### config.mk
export PLATFORM = sky130hd
export DESIGN_NAME = fcs_supervisor
export DESIGN_NICKNAME = d
export VERILOG_FILES = /design/src/verilog/fcs_supervisor.v
export VERILOG_INCLUDE_DIRS = /design/src /design/src/verilog
export SDC_FILE = /design/constraint.sdc
export NUM_CORES = 1
export LEC_CHECK = 0
export ABC_AREA = 1
export BUFFER_PORTS_ARGS = -buffer_cell sky130_fd_sc_hd__buf_4
export CORE_MARGIN = 4
export CORE_UTILIZATION = 40
export DETAILED_ROUTE_END_ITERATION = 7
export PLACE_DENSITY = 0.65
export SYNTH_ARGS = -nofsm -noshare
export SYNTH_HDL_FRONTEND = slang
export SYNTH_SLANG_ARGS = --single-unit
### constraint.sdc
create_clock -name aclk -period 2 [get_ports aclk]
set_clock_uncertainty 0.2 [all_clocks]
set_input_delay 0.5 -clock aclk [delete_from_list [all_inputs] [get_ports aclk]]
set_output_delay 0.5 -clock aclk [all_outputs]
set_load 0.02 [all_outputs]
### src/verilog/fcs_regs.vh
// Fault supervisor constants: register offsets, fields, codes, timing
`ifndef FCS_REGS_VH
`define FCS_REGS_VH
`define FCS_OFF_CTRL      4'h0
`define FCS_OFF_FAULT     4'h4
`define FCS_OFF_STATUS    4'h8
`define FCS_OFF_DISP      4'hC
`define FCS_CTRL_KICK     0
`define FCS_CTRL_TKEY     1
`define FCS_CTRL_SHOW     2
`define FCS_CTRL_DEFAULTS 3
`define FCS_CTRL_RAMFAIL  4
`define FCS_CTRL_NVFAIL   5
`define FCS_CTRL_ADCFAIL  6
`define FCS_CODE_RAM      4'h1
`define FCS_CODE_NV       4'h2
`define FCS_CODE_ADC      4'h3
`define FCS_CODE_KEY      4'h8
`define FCS_CODE_FF       4'h9
`define FCS_CODE_WDOG     4'hA
`define FCS_CODE_BADOP    4'hB
`define FCS_CODE_RSVD     4'hC
`define FCS_CLK_HZ        10000000
`define FCS_KEY_SEC       30
`define FCS_KEY_CYC       (`FCS_CLK_HZ * `FCS_KEY_SEC)
`define FCS_WDOG_CYC      1000000
`define FCS_RESET_CYC     16
`endif

### src/verilog/fcs_supervisor.v
// Fault code supervisor with AXI4-Lite register access
//
// The address map and register access over AXI4-Lite were left to the implementer.
`timescale 1ns/1ps
`include "fcs_regs.vh"
module fcs_supervisor #(
    parameter KEY_CYC   = `FCS_KEY_CYC,
    parameter WDOG_CYC  = `FCS_WDOG_CYC,
    parameter RESET_CYC = `FCS_RESET_CYC
)(
    input  wire        aclk,
    input  wire        aresetn,
    input  wire [31:0] s_axi_awaddr,
    input  wire        s_axi_awvalid,
    output wire        s_axi_awready,
    input  wire [31:0] s_axi_wdata,
    input  wire [3:0]  s_axi_wstrb,
    input  wire        s_axi_wvalid,
    output wire        s_axi_wready,
    output wire [1:0]  s_axi_bresp,
    output wire        s_axi_bvalid,
    input  wire        s_axi_bready,
    input  wire [31:0] s_axi_araddr,
    input  wire        s_axi_arvalid,
    output wire        s_axi_arready,
    output wire [31:0] s_axi_rdata,
    output wire [1:0]  s_axi_rresp,
    output wire        s_axi_rvalid,
    input  wire        s_axi_rready,
    input  wire        grid_fault_first,
    input  wire        grid_fault_second,
    input  wire        fil_fault_first,
    input  wire        fil_fault_second,
    input  wire        degas_fault,
    input  wire        hv_sense_first,
    input  wire        hv_sense_second,
    input  wire        ion_gauge_first_on,
    input  wire        ion_gauge_second_on,
    input  wire        key_pressed,
    input  wire        opcode_fetch,
    input  wire [7:0]  opcode,
    input  wire        opcode_invalid,
    output reg         trouble_lamp,
    output wire        gauges_off,
    output wire        relays_off,
    output reg  [3:0]  right_display,
    output reg         display_valid,
    output wire        halted,
    output wire        cpu_reset,
    output reg         defaults_pulse
);
    localparam ST_RUN   = 2'd0;
    localparam ST_RESET = 2'd1;
    localparam ST_HALT  = 2'd2;

    reg [1:0]  state_r;
    reg [3:0]  halt_code_r;
    reg [3:0]  last_code_r;
    reg        restart_lamp_r;
    reg        nv_fault_r;
    reg [31:0] key_cnt_r;
    reg [31:0] wdog_cnt_r;
    reg [31:0] rst_cnt_r;
    reg        show_r;
    reg        awhit_r;
    reg        whit_r;
    reg [3:0]  awaddr_r;
    reg [31:0] wdata_r;
    reg        bvalid_r;
    reg        rvalid_r;
    reg [31:0] rdata_r;
    reg [1:0]  bresp_r;
    reg [1:0]  rresp_r;

    wire [6:0] warn_vec;
    wire       warn_any;
    reg  [3:0] warn_code;
    wire       wr_go;
    wire       ctl_wr;
    wire       run;
    wire       key_trip;
    wire       wdog_trip;
    wire       op_ff;
    wire       op_bad;
    wire       hv_first;
    wire       hv_second;

    assign run       = (state_r == ST_RUN);
    assign hv_first  = hv_sense_first & ~ion_gauge_first_on;
    assign hv_second = hv_sense_second & ~ion_gauge_second_on;
    // Live warnings; lamp follows them so it drops when cause is gone
    assign warn_vec  = {hv_second, hv_first, degas_fault, fil_fault_second,
                        fil_fault_first, grid_fault_second, grid_fault_first};
    assign warn_any  = |warn_vec;
    assign key_trip  = run & key_pressed & (key_cnt_r >= KEY_CYC - 1);
    assign wdog_trip = run & (wdog_cnt_r >= WDOG_CYC - 1);
    assign op_ff     = run & opcode_fetch & (opcode == 8'hFF);
    assign op_bad    = run & opcode_fetch & opcode_invalid & (opcode != 8'hFF);

    // Lowest-numbered active warning code
    always @*
    begin
        warn_code = 4'h0;
        if (grid_fault_first)       warn_code = 4'h4;
        else if (grid_fault_second) warn_code = 4'h5;
        else if (fil_fault_first)   warn_code = 4'h6;
        else if (fil_fault_second)  warn_code = 4'h7;
        else if (degas_fault)       warn_code = 4'hD;
        else if (hv_first)          warn_code = 4'hE;
        else if (hv_second)         warn_code = 4'hF;
    end

    // AXI4-Lite handshake outputs of both channels, and the write channel
    assign s_axi_awready = ~awhit_r & ~bvalid_r;
    assign s_axi_wready  = ~whit_r & ~bvalid_r;
    assign s_axi_bvalid  = bvalid_r;
    assign s_axi_bresp   = bresp_r;
    assign s_axi_arready = ~rvalid_r;
    assign s_axi_rvalid  = rvalid_r;
    assign s_axi_rdata   = rdata_r;
    assign s_axi_rresp   = rresp_r;
    assign wr_go  = awhit_r & whit_r & ~bvalid_r;
    assign ctl_wr = wr_go & (awaddr_r == `FCS_OFF_CTRL) & run;

    always @(posedge aclk)
    begin
        if (!aresetn)
        begin
            awhit_r  <= 1'b0;
            whit_r   <= 1'b0;
            awaddr_r <= 4'h0;
            wdata_r  <= 32'h00000000;
            bvalid_r <= 1'b0;
            bresp_r  <= 2'b00;
        end
        else
        begin
            if (s_axi_awvalid && s_axi_awready)
            begin
                awhit_r  <= 1'b1;
                awaddr_r <= s_axi_awaddr[3:0];
            end
            if (s_axi_wvalid && s_axi_wready)
            begin
                whit_r  <= 1'b1;
                wdata_r <= s_axi_wdata & {{8{s_axi_wstrb[3]}}, {8{s_axi_wstrb[2]}},
                                          {8{s_axi_wstrb[1]}}, {8{s_axi_wstrb[0]}}};
            end
            if (wr_go)
            begin
                awhit_r  <= 1'b0;
                whit_r   <= 1'b0;
                bvalid_r <= 1'b1;
                bresp_r  <= (awaddr_r == `FCS_OFF_CTRL) ? 2'b00 : 2'b10;
            end
            else if (bvalid_r && s_axi_bready)
                bvalid_r <= 1'b0;
        end
    end

    // AXI4-Lite read channel
    always @(posedge aclk)
    begin
        if (!aresetn)
        begin
            rvalid_r <= 1'b0;
            rdata_r  <= 32'h00000000;
            rresp_r  <= 2'b00;
        end
        else if (s_axi_arvalid && s_axi_arready)
        begin
            rvalid_r <= 1'b1;
            rresp_r  <= 2'b00;
            if (s_axi_araddr[3:0] == `FCS_OFF_CTRL)
                rdata_r <= {31'h0, show_r};
            else if (s_axi_araddr[3:0] == `FCS_OFF_FAULT)
                rdata_r <= {25'h0, warn_vec};
            else if (s_axi_araddr[3:0] == `FCS_OFF_STATUS)
                rdata_r <= {20'h00000, nv_fault_r, restart_lamp_r, state_r,
                            halt_code_r, last_code_r};
            else if (s_axi_araddr[3:0] == `FCS_OFF_DISP)
                rdata_r <= {27'h0, display_valid, right_display};
            else
            begin
                rdata_r <= 32'h00000000;
                rresp_r <= 2'b10;
            end
        end
        else if (rvalid_r && s_axi_rready)
            rvalid_r <= 1'b0;
    end

    // Supervisor state: run, forced restart, latched halt
    always @(posedge aclk)
    begin
        if (!aresetn)
        begin
            state_r        <= ST_RUN;
            halt_code_r    <= 4'h0;
            last_code_r    <= 4'h0;
            restart_lamp_r <= 1'b0;
            nv_fault_r     <= 1'b0;
            key_cnt_r      <= 32'h00000000;
            wdog_cnt_r     <= 32'h00000000;
            rst_cnt_r      <= 32'h00000000;
            show_r         <= 1'b0;
            defaults_pulse <= 1'b0;
        end
        else
        begin
            defaults_pulse <= 1'b0;
            key_cnt_r <= (run && key_pressed && !key_trip) ? key_cnt_r + 32'h1 : 32'h0;
            case (state_r)
            ST_RUN:
            begin
                wdog_cnt_r <= (ctl_wr && wdata_r[`FCS_CTRL_KICK]) ? 32'h0
                              : wdog_cnt_r + 32'h1;
                if (ctl_wr)
                begin
                    show_r <= wdata_r[`FCS_CTRL_SHOW];
                    if (wdata_r[`FCS_CTRL_NVFAIL])
                        nv_fault_r <= 1'b1;
                    else if (wdata_r[`FCS_CTRL_DEFAULTS])
                    begin
                        nv_fault_r     <= 1'b0;
                        defaults_pulse <= 1'b1;
                    end
                    if (wdata_r[`FCS_CTRL_TKEY] && !(op_ff || op_bad || wdog_trip))
                        restart_lamp_r <= 1'b0;
                end
                // Halting faults win over restarts
                if (ctl_wr && wdata_r[`FCS_CTRL_RAMFAIL])
                begin
                    state_r     <= ST_HALT;
                    halt_code_r <= `FCS_CODE_RAM;
                end
                else if (ctl_wr && wdata_r[`FCS_CTRL_ADCFAIL])
                begin
                    state_r     <= ST_HALT;
                    halt_code_r <= `FCS_CODE_ADC;
                end
                else if (key_trip)
                begin
                    state_r     <= ST_HALT;
                    halt_code_r <= `FCS_CODE_KEY;
                end
                else if (op_ff || op_bad || wdog_trip)
                begin
                    state_r        <= ST_RESET;
                    restart_lamp_r <= 1'b1;
                    rst_cnt_r      <= 32'h0;
                    last_code_r    <= op_ff ? `FCS_CODE_FF
                                    : op_bad ? `FCS_CODE_BADOP
                                    : `FCS_CODE_WDOG;
                end
            end
            ST_RESET:
            begin
                wdog_cnt_r <= 32'h0;
                show_r     <= 1'b0;
                rst_cnt_r  <= rst_cnt_r + 32'h1;
                if (rst_cnt_r >= RESET_CYC - 1)
                    state_r <= ST_RUN;
            end
            default:
            begin
                wdog_cnt_r <= 32'h0;
                if (halt_code_r == `FCS_CODE_RSVD)
                    halt_code_r <= 4'h0;
            end
            endcase
        end
    end

    assign halted     = (state_r == ST_HALT);
    assign cpu_reset  = (state_r == ST_RESET);
    assign gauges_off = ~run;
    assign relays_off = ~run;

    // Lamp and right display
    always @(posedge aclk)
    begin
        if (!aresetn)
        begin
            trouble_lamp  <= 1'b0;
            right_display <= 4'h0;
            display_valid <= 1'b0;
        end
        else
        begin
            trouble_lamp <= halted | restart_lamp_r | nv_fault_r | warn_any;
            if (halted)
            begin
                right_display <= halt_code_r;
                display_valid <= (halt_code_r != `FCS_CODE_RSVD);
            end
            else if (show_r && restart_lamp_r)
            begin
                right_display <= last_code_r;
                display_valid <= 1'b1;
            end
            else if (show_r && nv_fault_r)
            begin
                right_display <= `FCS_CODE_NV;
                display_valid <= 1'b1;
            end
            else if (show_r && warn_any)
            begin
                right_display <= warn_code;
                display_valid <= 1'b1;
            end
            else
            begin
                right_display <= 4'h0;
                display_valid <= 1'b0;
            end
        end
    end
endmodule // fcs_supervisor

==> results of run 1 <==
-- power groups by stage --
stage | logic (µW) | clock network [µW] | registers (µW)
2_1_floorplan | 424 | 0 | 3050
6_report | 789 | 3210 | 2970
3_3_place_gp | 653 | 0 | 3020
4_1_cts | 828 | 3270 | 2970
5_1_grt | 860 | 3400 | 2980
3_5_place_dp | 658 | 0 | 3020
-- worst paths after layout --
check | slack [ns] | depth (start not counted) | endpoint
worst max-delay path | 0.01 | 11 | key_cnt_r[6]
worst min-delay path | 0.15 | 3 | awaddr_r[0]
worst max register to register | 0.01 | 11 | key_cnt_r[6]
worst min register to register | 0.27 | 2 | wdata_r[3]
-- through the flow --
step	TNS (ns)	total power, µW	area [µm²]	cells	hold slack, ns
CTS	-2.67	7070	10000	1549	0.138
floorplan	0	3470	7900	1146	0.213
detailed placement	-2.78	3680	8990	1499	0.260
global route	-2.69	7230	10300	1550	0.148
finish	0	6970	10300	1550	0.154
global placement	-2.71	3680	8990	1499	0.257
-- logic make-up (layout without fill, tap and decap cells) --
logic type                 Yosys count  after routing  synth area share, %
other                                1             25               0.0480
adders and majority gates            3              3                0.480
buffers and inverters              174            318                 10.2
xor gates and xnor gates            14             14                 1.57
and+or+nand+nor                    609            609                 37.2
DFF                                143            143                 36.6
AOI/OAI and AO/OA                  178            178                 13.9
-- flip-flops by register name, summed over array words and instances, names as in the netlist, 2 cells and up --
name / flops
key_cnt_r: 32
rst_cnt_r: 32
wdog_cnt_r: 32
s_axi_rdata: 12
wdata_r: 7
awaddr_r: 4
right_display: 4
halt_code_r: 3
last_code_r: 3
state_r: 2
-- worst reg2reg max path, cell delays in order, from the launching register on --
cell and delay (ns):
dfxtp_2 0.36, ha_4 0.15, nand2_4 0.05, buf_4 0.13
buf_4 0.12, buf_4 0.12, buf_4 0.12, buf_4 0.12
buf_4 0.13, nor3_4 0.17, xnor2_1 0.13, nor2_1 0.06
-- cells in the mapped netlist, types with 5 or more instances --
master and number:
dfxtp_1 143, nor3_1 48, a31oi_1 5, nand4_1 28
nor4_1 12, a21oi_2 30, xor2_1 8, or2_2 16
nand3_1 71, o21ai_0 40, xnor2_1 6, nor2_1 131
nand3b_1 5, clkbuf_1 11, a21oi_1 77, nand2_1 227
inv_2 19, buf_4 23, o21ai_1 6, nand2_2 36
inv_1 110, nor2_4 8
-- area by class of cell --
type	count	area (µm²)	share of cell area (%)
Inverter	130	495	4.83
Clock inverter	8	103	1.00
Clock buffer	24	492	4.79
Sequential cell	143	2900	28.2
Timing Repair Buffer	156	1270	12.4
Tap cell	260	325	3.17
Multi-Input combinational cell	829	4680	45.6
-- layer usage --
layer,vias up,part of all wire [%],track usage (%)
met5,-,0,0
met4,0,2.6,7.22
met2,187,47,31.6
li1,3970,-,-
met3,48,5.2,3.89
met1,3554,45,25.8
-- what timing repair did --
| action | CTS | global route |
|---|---|---|
| pin swaps | 11 | 16 |
| cloned | 3 | 0 |
| setup buffers | 15 | 5 |
| resized for setup | 68 | 82 |
| endpoints found under the hold margin | 0 | 0 |
| setup endpoints to repair | 45 | 72 |
==> results by group, run 1 <==
Outcome
  – Status: finished, final reports clean

Place
  – Port bufs: 72
  – GPL Wtd Cong: 0.886
  – Pre-CTS setup slack: -0.0968 ns
  – Final HPWL DP: 14900 µm

Yosys
  – Async S/R FF share, synth: 0%
  – Mapped Area: 7810 µm²
  – Post-synth EDFFs: 0
  – Main synth FF type: dfxtp_1
  – Largest cells by area after synthesis: dfxtp_1 (37%), nand2_1 (11%), nor2_1 (6.3%), inv_1 (5.3%), a21oi_1 (4.9%)
  – Synth Register Bits: 143
  – Largest area contributor in the netlist: dfxtp_1
  – Share of the synthesized area in the top cell type: 36.6%
  – Avg Cell Area, Syn: 6.96 µm²
  – Post-synthesis sequential area ratio: 36.6%
  – Synth warn: 0
  – Cells after Synth: 1122
  – Unique masters post-synth: 56

GRT
  – GRT Overall Usage: 19.5%
  – Number of global-route vias before repair: 7413
  – First-pass GRT wire length: 35100 µm
  – Global route overflow: 0
  – Largest net degree at the start of global routing: 54
  – Initial antenna violation count: 0

Drt
  – Vias post-DR: 7759
  – Total wire length: 21300 µm
  – Via-to-Cell Ratio: 5.01
  – DR WL/cell: 13.8 µm
  – Post-route ant nets: 0
  – # DRC: 0
  – DR pass1 iterations: 5
  – Iteration-0 DRC Markers: 496

Setup path
  – CP Launch Type: register
  – Critical Path RT: 2.12 ns
  – CP endpoint kind: register
  – Max Fanout on Critical Path: 2
  – Most frequent cell on the critical path: buf_4
  – CP Buf/Inv Count: 6
  – CP top delay family: buffers and inverters
  – Crit Path Category: register to register
  – Slowest-stage cell, CP: dfxtp_2
  – R2R Path Start: key_cnt_r[0]
  – Setup crit start: key_cnt_r[0]
  – Arrival time at the worst endpoint: 2.11 ns
  – CP max stage delay: 0.36 ns
  – Crit-path cells: ha_4, nand2_4, buf_4, buf_4, buf_4, buf_4, buf_4, buf_4, nor3_4, xnor2_1, nor2_1

Layout
  – Commonest cells after routing, fill and taps aside: nand2_1 (210), buf_4 (144), dfxtp_1 (119)
  – Area added between synthesis and finish: 31.3%
  – Filler Cells Inserted: 1801
  – Ant. Diodes: 0
  – Nets: 1407
  – Share of layout cells above drive strength 1: 30.3%
  – Most common cell after layout, fill and taps aside: nand2_1
  – Core Util, Final: 54.1%

Power
  – Cell Pwr Density: 680 nW/µm²
  – Register share of total power: 42.6%
  – Gate power share: 11.3%
  – Switching part of the total power: 25.6%
  – NetSw: 1780 µW
  – Internal Power: 5190 µW
  – Clock share of power: 46.1%
  – VDD IR-drop max: 579 µV
  – Lkg Pwr: 0.00400 µW

Clocking
  – Worst-skew pair later-pin latency: 0.43 ns
  – Hold buffers post-CTS: 0
  – Clock transition at path regs: 0.06 ns
  – Clk sinks: 143
  – CTS Buf Count: 17
  – TritonCTS clock tree: yes
  – CTS max path bufs: 2
  – Htree depth: 4
  – Root buf cell: clkbuf_16

STA
  – Slew headroom: 48.1%
  – Setup-failing EPs final: 0
  – Final WS setup: 0.0126 ns
  – Max Slew Vio Count: 0
  – Slew @ Worst Pin: 0.779 ns
  – Fmax achieved: 503 MHz
  – Fin crit share: 99.4%
  – Final hold vios: 0
  – Final period demand of the worst path: 1.99 ns
  – RSZ-0062 raised after global routing: yes

Worst hold path
  – Min-Delay Startpoint: s_axi_awaddr[0]
  – Hold Path Class: input port to register

Run
  – Max cap viols: 0

Die
  – Die Area: 21800 µm²
  – Die Y: 148 µm
  – Core area: 19000 µm²
  – Initial Util: 41.2%
  – Row cnt: 50
  – Die Wd: 148 µm
  – IO Count: 179
Note: power is estimated with default switching activity, not from simulation.
==> run 2, diff against run 1 <==
==> constraint.sdc (replaced) <==
create_clock -name aclk -period 2 [get_ports aclk]
set_clock_uncertainty 0.2 [all_clocks]
set_input_delay 0 -clock aclk [delete_from_list [all_inputs] [get_ports aclk]]
set_output_delay 0 -clock aclk [all_outputs]
set_load 0.02 [all_outputs]
==> results by group, run 2 (synthesis results as in run 1) <==
Setup path
  – Reg-to-Reg End: rst_cnt_r[31]
  – Critical Path RT: 2.15 ns (+0.03 ns)
  – CP endpoint kind: register
  – Max Fanout on Critical Path: 4 (+2)
  – R2R Path Start: rst_cnt_r[3]
  – Path depth of the worst reg2reg path: 9 (-2)
  – Crit Path Category: register to register
  – CP Launch Type: register
  – Setup slack, reg-to-reg: 0.005 ns (about the same)
  – Arrival time at the worst endpoint: 2.15 ns (+0.04 ns)

Die
  – IO Count: 179 (unchanged)
  – Initial Util: 41.2% (unchanged)
  – Core area: 19000 µm² (unchanged)
  – Die Y: 148 µm (unchanged)
  – Die Wd: 148 µm (unchanged)
  – Row cnt: 50 (unchanged)
  – Die Area: 21800 µm² (unchanged)

Power
  – Cell Pwr Density: 664 nW/µm² (-2.4%)
  – VDD IR-drop max: 489 µV (-15%)
  – Lkg Pwr: 0.00407 µW (+1.7%)

STA
  – Final period demand of the worst path: 1.99 ns (+0.00731 ns)
  – Final hold vios: 0 (unchanged)
  – Max Slew Vio Count: 0 (unchanged)
  – Slew @ Worst Pin: 0.802 ns (+0.0228 ns)
  – Fin crit share: 99.7% (+0.37 points)
  – Final hold slack: 0.152 ns (-0.00194 ns)
  – Setup-failing EPs final: 0 (unchanged)
  – RSZ-0062 raised after global routing: yes
  – Total Neg Setup Slack: 0 ns (unchanged)
  – Fmax achieved: 501 MHz (-0.37%)
  – Slew headroom: 46.6% (-1.5 points)

GRT
  – Number of global-route vias before repair: 7437 (+0.32%)
  – GRT Overall Usage: 19.1% (-0.38 points)
  – Initial antenna violation count: 1 (+1)
  – First-pass GRT wire length: 34700 µm (-1.2%)
  – Global route overflow: 0 (unchanged)
  – Largest net degree at the start of global routing: 54 (unchanged)

Clocking
  – Clk sinks: 143 (unchanged)
  – CTS Buf Count: 17 (unchanged)
  – Root buf cell: clkbuf_16
  – Clock transition at path regs: 0.06 ns (about the same)
  – Worst-skew pair later-pin latency: 0.43 ns (about the same)
  – TritonCTS clock tree: yes
  – CTS max path bufs: 2 (unchanged)
  – Htree depth: 4 (unchanged)

Layout
  – Area added between synthesis and finish: 35.2%
  – Most common cell after layout, fill and taps aside: nand2_1
  – Ant. Diodes: 0 (unchanged)
  – Biggest regs: key_cnt_r x32, rst_cnt_r x32, wdog_cnt_r x32
  – Share of layout cells above drive strength 1: 29.3% (-1.0 points)
  – Commonest cells after routing, fill and taps aside: nand2_1 (216), buf_4 (153), dfxtp_1 (125)
  – Nets: 1456 (+3.5%)

Worst hold path
  – Hold Path Class: input port to register
  – Hold Path Cell Cnt: 9 (+6)
  – WHS Endpoint: last_code_r[0]
  – Min-Delay Startpoint: opcode[7]

Drt
  – Via-to-Cell Ratio: 4.99 (-0.32%)
  – Iteration-0 DRC Markers: 571 (+15%)
  – Post-route ant nets: 0 (unchanged)
  – DR WL/cell: 13.3 µm (-3.0%)
  – # DRC: 0 (unchanged)
  – Vias post-DR: 7974 (+2.8%)
  – Total wire length: 21300 µm (about the same)
  – DR pass1 iterations: 5 (unchanged)

Run
  – Max cap viols: 0 (unchanged)

Place
  – GPL Wtd Cong: 0.884 (-0.19%)
  – Final HPWL DP: 15300 µm (+2.7%)
  – Port bufs: 72 (unchanged)

Outcome
  – Status: finished, final reports clean
==> run 2: cell count changes in the layout (fill, tap and decap cells not counted), sizes merged <==
cell / before / now
bufinv: 2 / 3
buf: 156 / 159
clkinvlp: 2 / 4
dlygate4sd3: 0 / 44
clkbuf: 24 / 18
dlymetal6s4s: 0 / 1
clkinv: 3 / 6
==> run 2: area by class of cell <==
type,count,area [µm²]
Tap cell,260,325
Multi-Input combinational cell,829,4560
Timing Repair Buffer,205,1720
Sequential cell,143,2890
Inverter,130,488
Clock inverter,14,166
Clock buffer,17,425
Fill cell,1782,8390
==> run 2: worst max path at each step <==
stage,cells past startpoint,slack (ns),start,to
CTS,9,0.001,rst_cnt_r[3],rst_cnt_r[31]
floorplan,11,0.07,wdog_cnt_r[0],rst_cnt_r[18]
global route,9,-0.08,rst_cnt_r[3],rst_cnt_r[31]
detailed placement,13,-0.05,key_cnt_r[0],key_cnt_r[26]
finish,9,0.005,rst_cnt_r[3],rst_cnt_r[31]
global placement,13,-0.06,key_cnt_r[0],key_cnt_r[26]
==> run 2: stage by stage <==
stage	instance area, µm²	total power, µW	util [%]	instances	worst slack, ns
after CTS	10100	6990	53.5	1583	0.00138
after global routing	10600	7260	55.7	1598	-0.0838
after global placement	9040	3700	47.7	1505	-0.0622
final	10600	7010	55.7	1598	0.00531
after detailed placement	9040	3700	47.7	1505	-0.0472
after floorplan	7900	3470	-	1146	0.0704
==> run 2: report_power, final <==
group          switching (µW)  total, µW  internal [µW]
combinational             470        808            338
sequential               49.5       2970           2920
clock                    1280       3240           1950
total                    1800       7010           5210
==> run 2: worst max-delay path, cell delays in order (launching register included) <==
cell,delay (ns)
dfxtp_1,0.40
nand2_1,0.10
nor2_1,0.16
nand2_1,0.14
nor2_2,0.19
nand3_1,0.15
nor3_2,0.22
or2_2,0.15
nand3_1,0.07
a21oi_2,0.14
==> run 2: routing by layer <==
layer	up-vias	track usage, %	share of wire [%]
met5	-	0	0.033
met4	2	5.96	1.8
met3	39	4.08	4.4
met2	190	31.6	47
met1	3684	25.0	46
li1	4059	-	-
==> run 2: what timing repair did <==
action / in CTS / in global routing
endpoints found under the hold margin: 53 / 0
cloned: 0 / 1
setup buffers: 2 / 14
hold buffers: 45 / 0
endpoints found under the setup margin: 36 / 73
resized for setup: 11 / 92
pin swaps: 5 / 15
==> run 3, diff against run 2 <==
Settings changed: CORE_ASPECT_RATIO from default to 0.9.
==> results by group, run 3 (synthesis results as in run 1) <==
Setup path
  – Crit Path Category: register to register
  – Critical Path RT: 2.15 ns (about the same)
  – CP max stage delay: 0.46 ns (+0.06 ns)
  – Max Fanout on Critical Path: 6 (+2)
  – Crit-path cells: inv_1, nor3_1, nand2_1, nor3_2, or2_2, nand3_1, a21oi_2
  – Slowest-stage cell, CP: dfxtp_1
  – Arrival time at the worst endpoint: 2.23 ns (+0.08 ns)
  – CP Buf/Inv Count: 1 (+1)
  – CP top delay family: simple AND/OR/NAND/NOR gates
  – CP Launch Type: register
  – CP endpoint kind: register

Clocking
  – Clk sinks: 143 (unchanged)
  – Worst-skew pair later-pin latency: 0.43 ns (about the same)
  – CTS max path bufs: 2 (unchanged)
  – Root buf cell: clkbuf_16
  – Clock transition at path regs: 0.06 ns (about the same)
  – CTS Buf Count: 17 (unchanged)
  – Htree depth: 4 (unchanged)
  – TritonCTS clock tree: yes

Place
  – Final HPWL DP: 15300 µm (-0.24%)
  – Port bufs: 72 (unchanged)
  – Placed cell area: 8980 µm² (-0.66%)
  – Inst Count DP: 1492 (-0.86%)
  – GPL Wtd Cong: 0.905 (+2.3%)

Layout
  – Layout Cells excl Fill: 1587 (-0.69%)
  – Share of layout cells above drive strength 1: 28.5% (-0.80 points)
  – Filler Cells Inserted: 1773 (-0.51%)
  – Most common cell after layout, fill and taps aside: nand2_1
  – Ant. Diodes: 0 (unchanged)
  – Nets: 1458 (+0.14%)
  – Final Cell Area: 10500 µm² (-0.26%)
  – Biggest regs: key_cnt_r x32, rst_cnt_r x32, wdog_cnt_r x32
  – Commonest cells after routing, fill and taps aside: nand2_1 (219), buf_4 (153), dfxtp_1 (129)
  – Area added between synthesis and finish: 34.9%

STA
  – Slew headroom: 47.9% (+1.4 points)
  – Setup-failing EPs final: 17 (+17)
  – Fmax achieved: 482 MHz (-3.8%)
  – Slew @ Worst Pin: 0.781 ns (-0.0207 ns)
  – Final WS setup: -0.0741 ns (-0.0794 ns)
  – Fin crit share: 104% (+4.0 points)
  – Max Slew Vio Count: 0 (unchanged)
  – Final hold vios: 0 (unchanged)
  – RSZ-0062 raised after global routing: yes
  – Final period demand of the worst path: 2.07 ns (+0.0794 ns)

Power
  – Register share of total power: 45.1% (+2.8 points)
  – VDD IR-drop max: 515 µV (+5.2%)
  – NetSw: 1720 µW (-4.6%)
  – Clock share of power: 42.2% (-4.0 points)
  – Cell Pwr Density: 625 nW/µm² (-5.7%)
  – Switching part of the total power: 26.1% (+0.37 points)
  – Internal Power: 4870 µW (-6.5%)
  – Lkg Pwr: 0.00408 µW (+0.28%)
  – Gate power share: 12.7% (+1.2 points)

GRT
  – Number of global-route vias before repair: 7495 (+0.78%)
  – Largest net degree at the start of global routing: 54 (unchanged)
  – Global route overflow: 0 (unchanged)
  – GRT Overall Usage: 19.9% (+0.82 points)
  – Met1 GRT Util: 27.4% (+2.4 points)
  – First-pass GRT wire length: 35600 µm (+2.4%)
  – Grt met2 use: 30.4% (-1.2 points)
  – Gr busiest metal: met2
  – Met3 usage: 4.57% (+0.50 points)
  – Initial antenna violation count: 0 (-1)

Die
  – Core area: 19200 µm² (+1.1%)
  – IO Count: 179 (unchanged)
  – Die Wd: 155 µm (+5.1%)
  – Initial Util: 40.8% (-0.44 points)
  – Die Y: 141 µm (-4.9%)
  – Row cnt: 48 (-4.0%)
  – Die Area: 21800 µm² (about the same)

Drt
  – Post-route ant nets: 0 (unchanged)
  – Iteration-0 DRC Markers: 578 (+1.2%)
  – Vias post-DR: 7933 (-0.51%)
  – # DRC: 0 (unchanged)
  – DR pass1 iterations: 7 (+2)
  – DR WL/cell: 13.8 µm (+3.5%)
  – Via-to-Cell Ratio: 5.00 (+0.18%)
  – Total wire length: 21900 µm (+2.8%)

Worst hold path
  – Hold Path Class: input port to register

Outcome
  – Status: finished with violations
  – Violated checks: setup timing

Run
  – Max cap viols: 0 (unchanged)
-- run 3: metal layers --
metal  vias to the layer above  routed length, µm
li1                       4072                  -
met1                      3603              10500
met2                       225               9640
met3                        33               1290
met4                         0                522
met5                         -                  0
-- run 3: timing repair --
item                       CTS  global route
hold endpoints to repair    43             4
setup endpoints to repair   35            87
hold buffers                43             1
cloned                       3             2
setup buffers               14            11
pin swaps                   12            20
resized for setup           36            79
-- run 3: layout make-up --
type | count | area [µm²] | area share [%]
clock buffers | 20 | 457 | 4.33
clock inverters | 8 | 45.0 | 0.427
inverters | 130 | 493 | 4.68
multi-input cells | 829 | 4580 | 43.5
flip-flops and latches | 143 | 2880 | 27.3
well taps | 250 | 313 | 2.97
repair buffers | 206 | 1760 | 16.7
repair inverters | 1 | 7.51 | 0.0712
-- run 3: final timing paths --
check | start | endpoint | slack, ns | cells after the start
worst max-delay path | rst_cnt_r[19] | rst_cnt_r[31] | -0.07 | 7
worst min-delay path | opcode[7] | last_code_r[1] | 0.04 | 9
worst max register to register | rst_cnt_r[19] | rst_cnt_r[31] | -0.07 | 7
worst min register to register | wdata_r[3] | wdata_r[3] | 0.26 | 2
-- run 3: tightest hold or removal path, cell delays in order --
cell and delay (ns):
buf_4 0.11, nand2_1 0.04, nor2_1 0.05, nand2_1 0.07, nor2_1 0.05, buf_4 0.12, nand3_1 0.07, nand2_1 0.04
nor2_1 0.07
-- run 3: stage by stage --
stage | hold WS [ns] | worst slack, ns | util [%] | power, µW | TNS (ns)
after floorplan | -0.0418 | 0.0704 | - | 3470 | 0
after global placement | 0.0533 | -0.0666 | 46.9 | 3670 | -1.13
after detailed placement | 0.0575 | -0.0936 | 46.9 | 3680 | -2.46
after CTS | 0.0232 | -0.0497 | 53.6 | 6670 | -0.663
after global routing | 0.120 | -0.156 | 55.0 | 6860 | -3.97
final | 0.0358 | -0.0741 | 55.0 | 6590 | -0.851
-- run 3: power by group through the flow --
stage / logic, µW / clock network, µW / registers (µW)
finish: 839 / 2780 / 2970
global route: 918 / 2960 / 2980
global placement: 644 / 0 / 3020
CTS: 846 / 2860 / 2970
detailed placement: 651 / 0 / 3020
floorplan: 424 / 0 / 3050
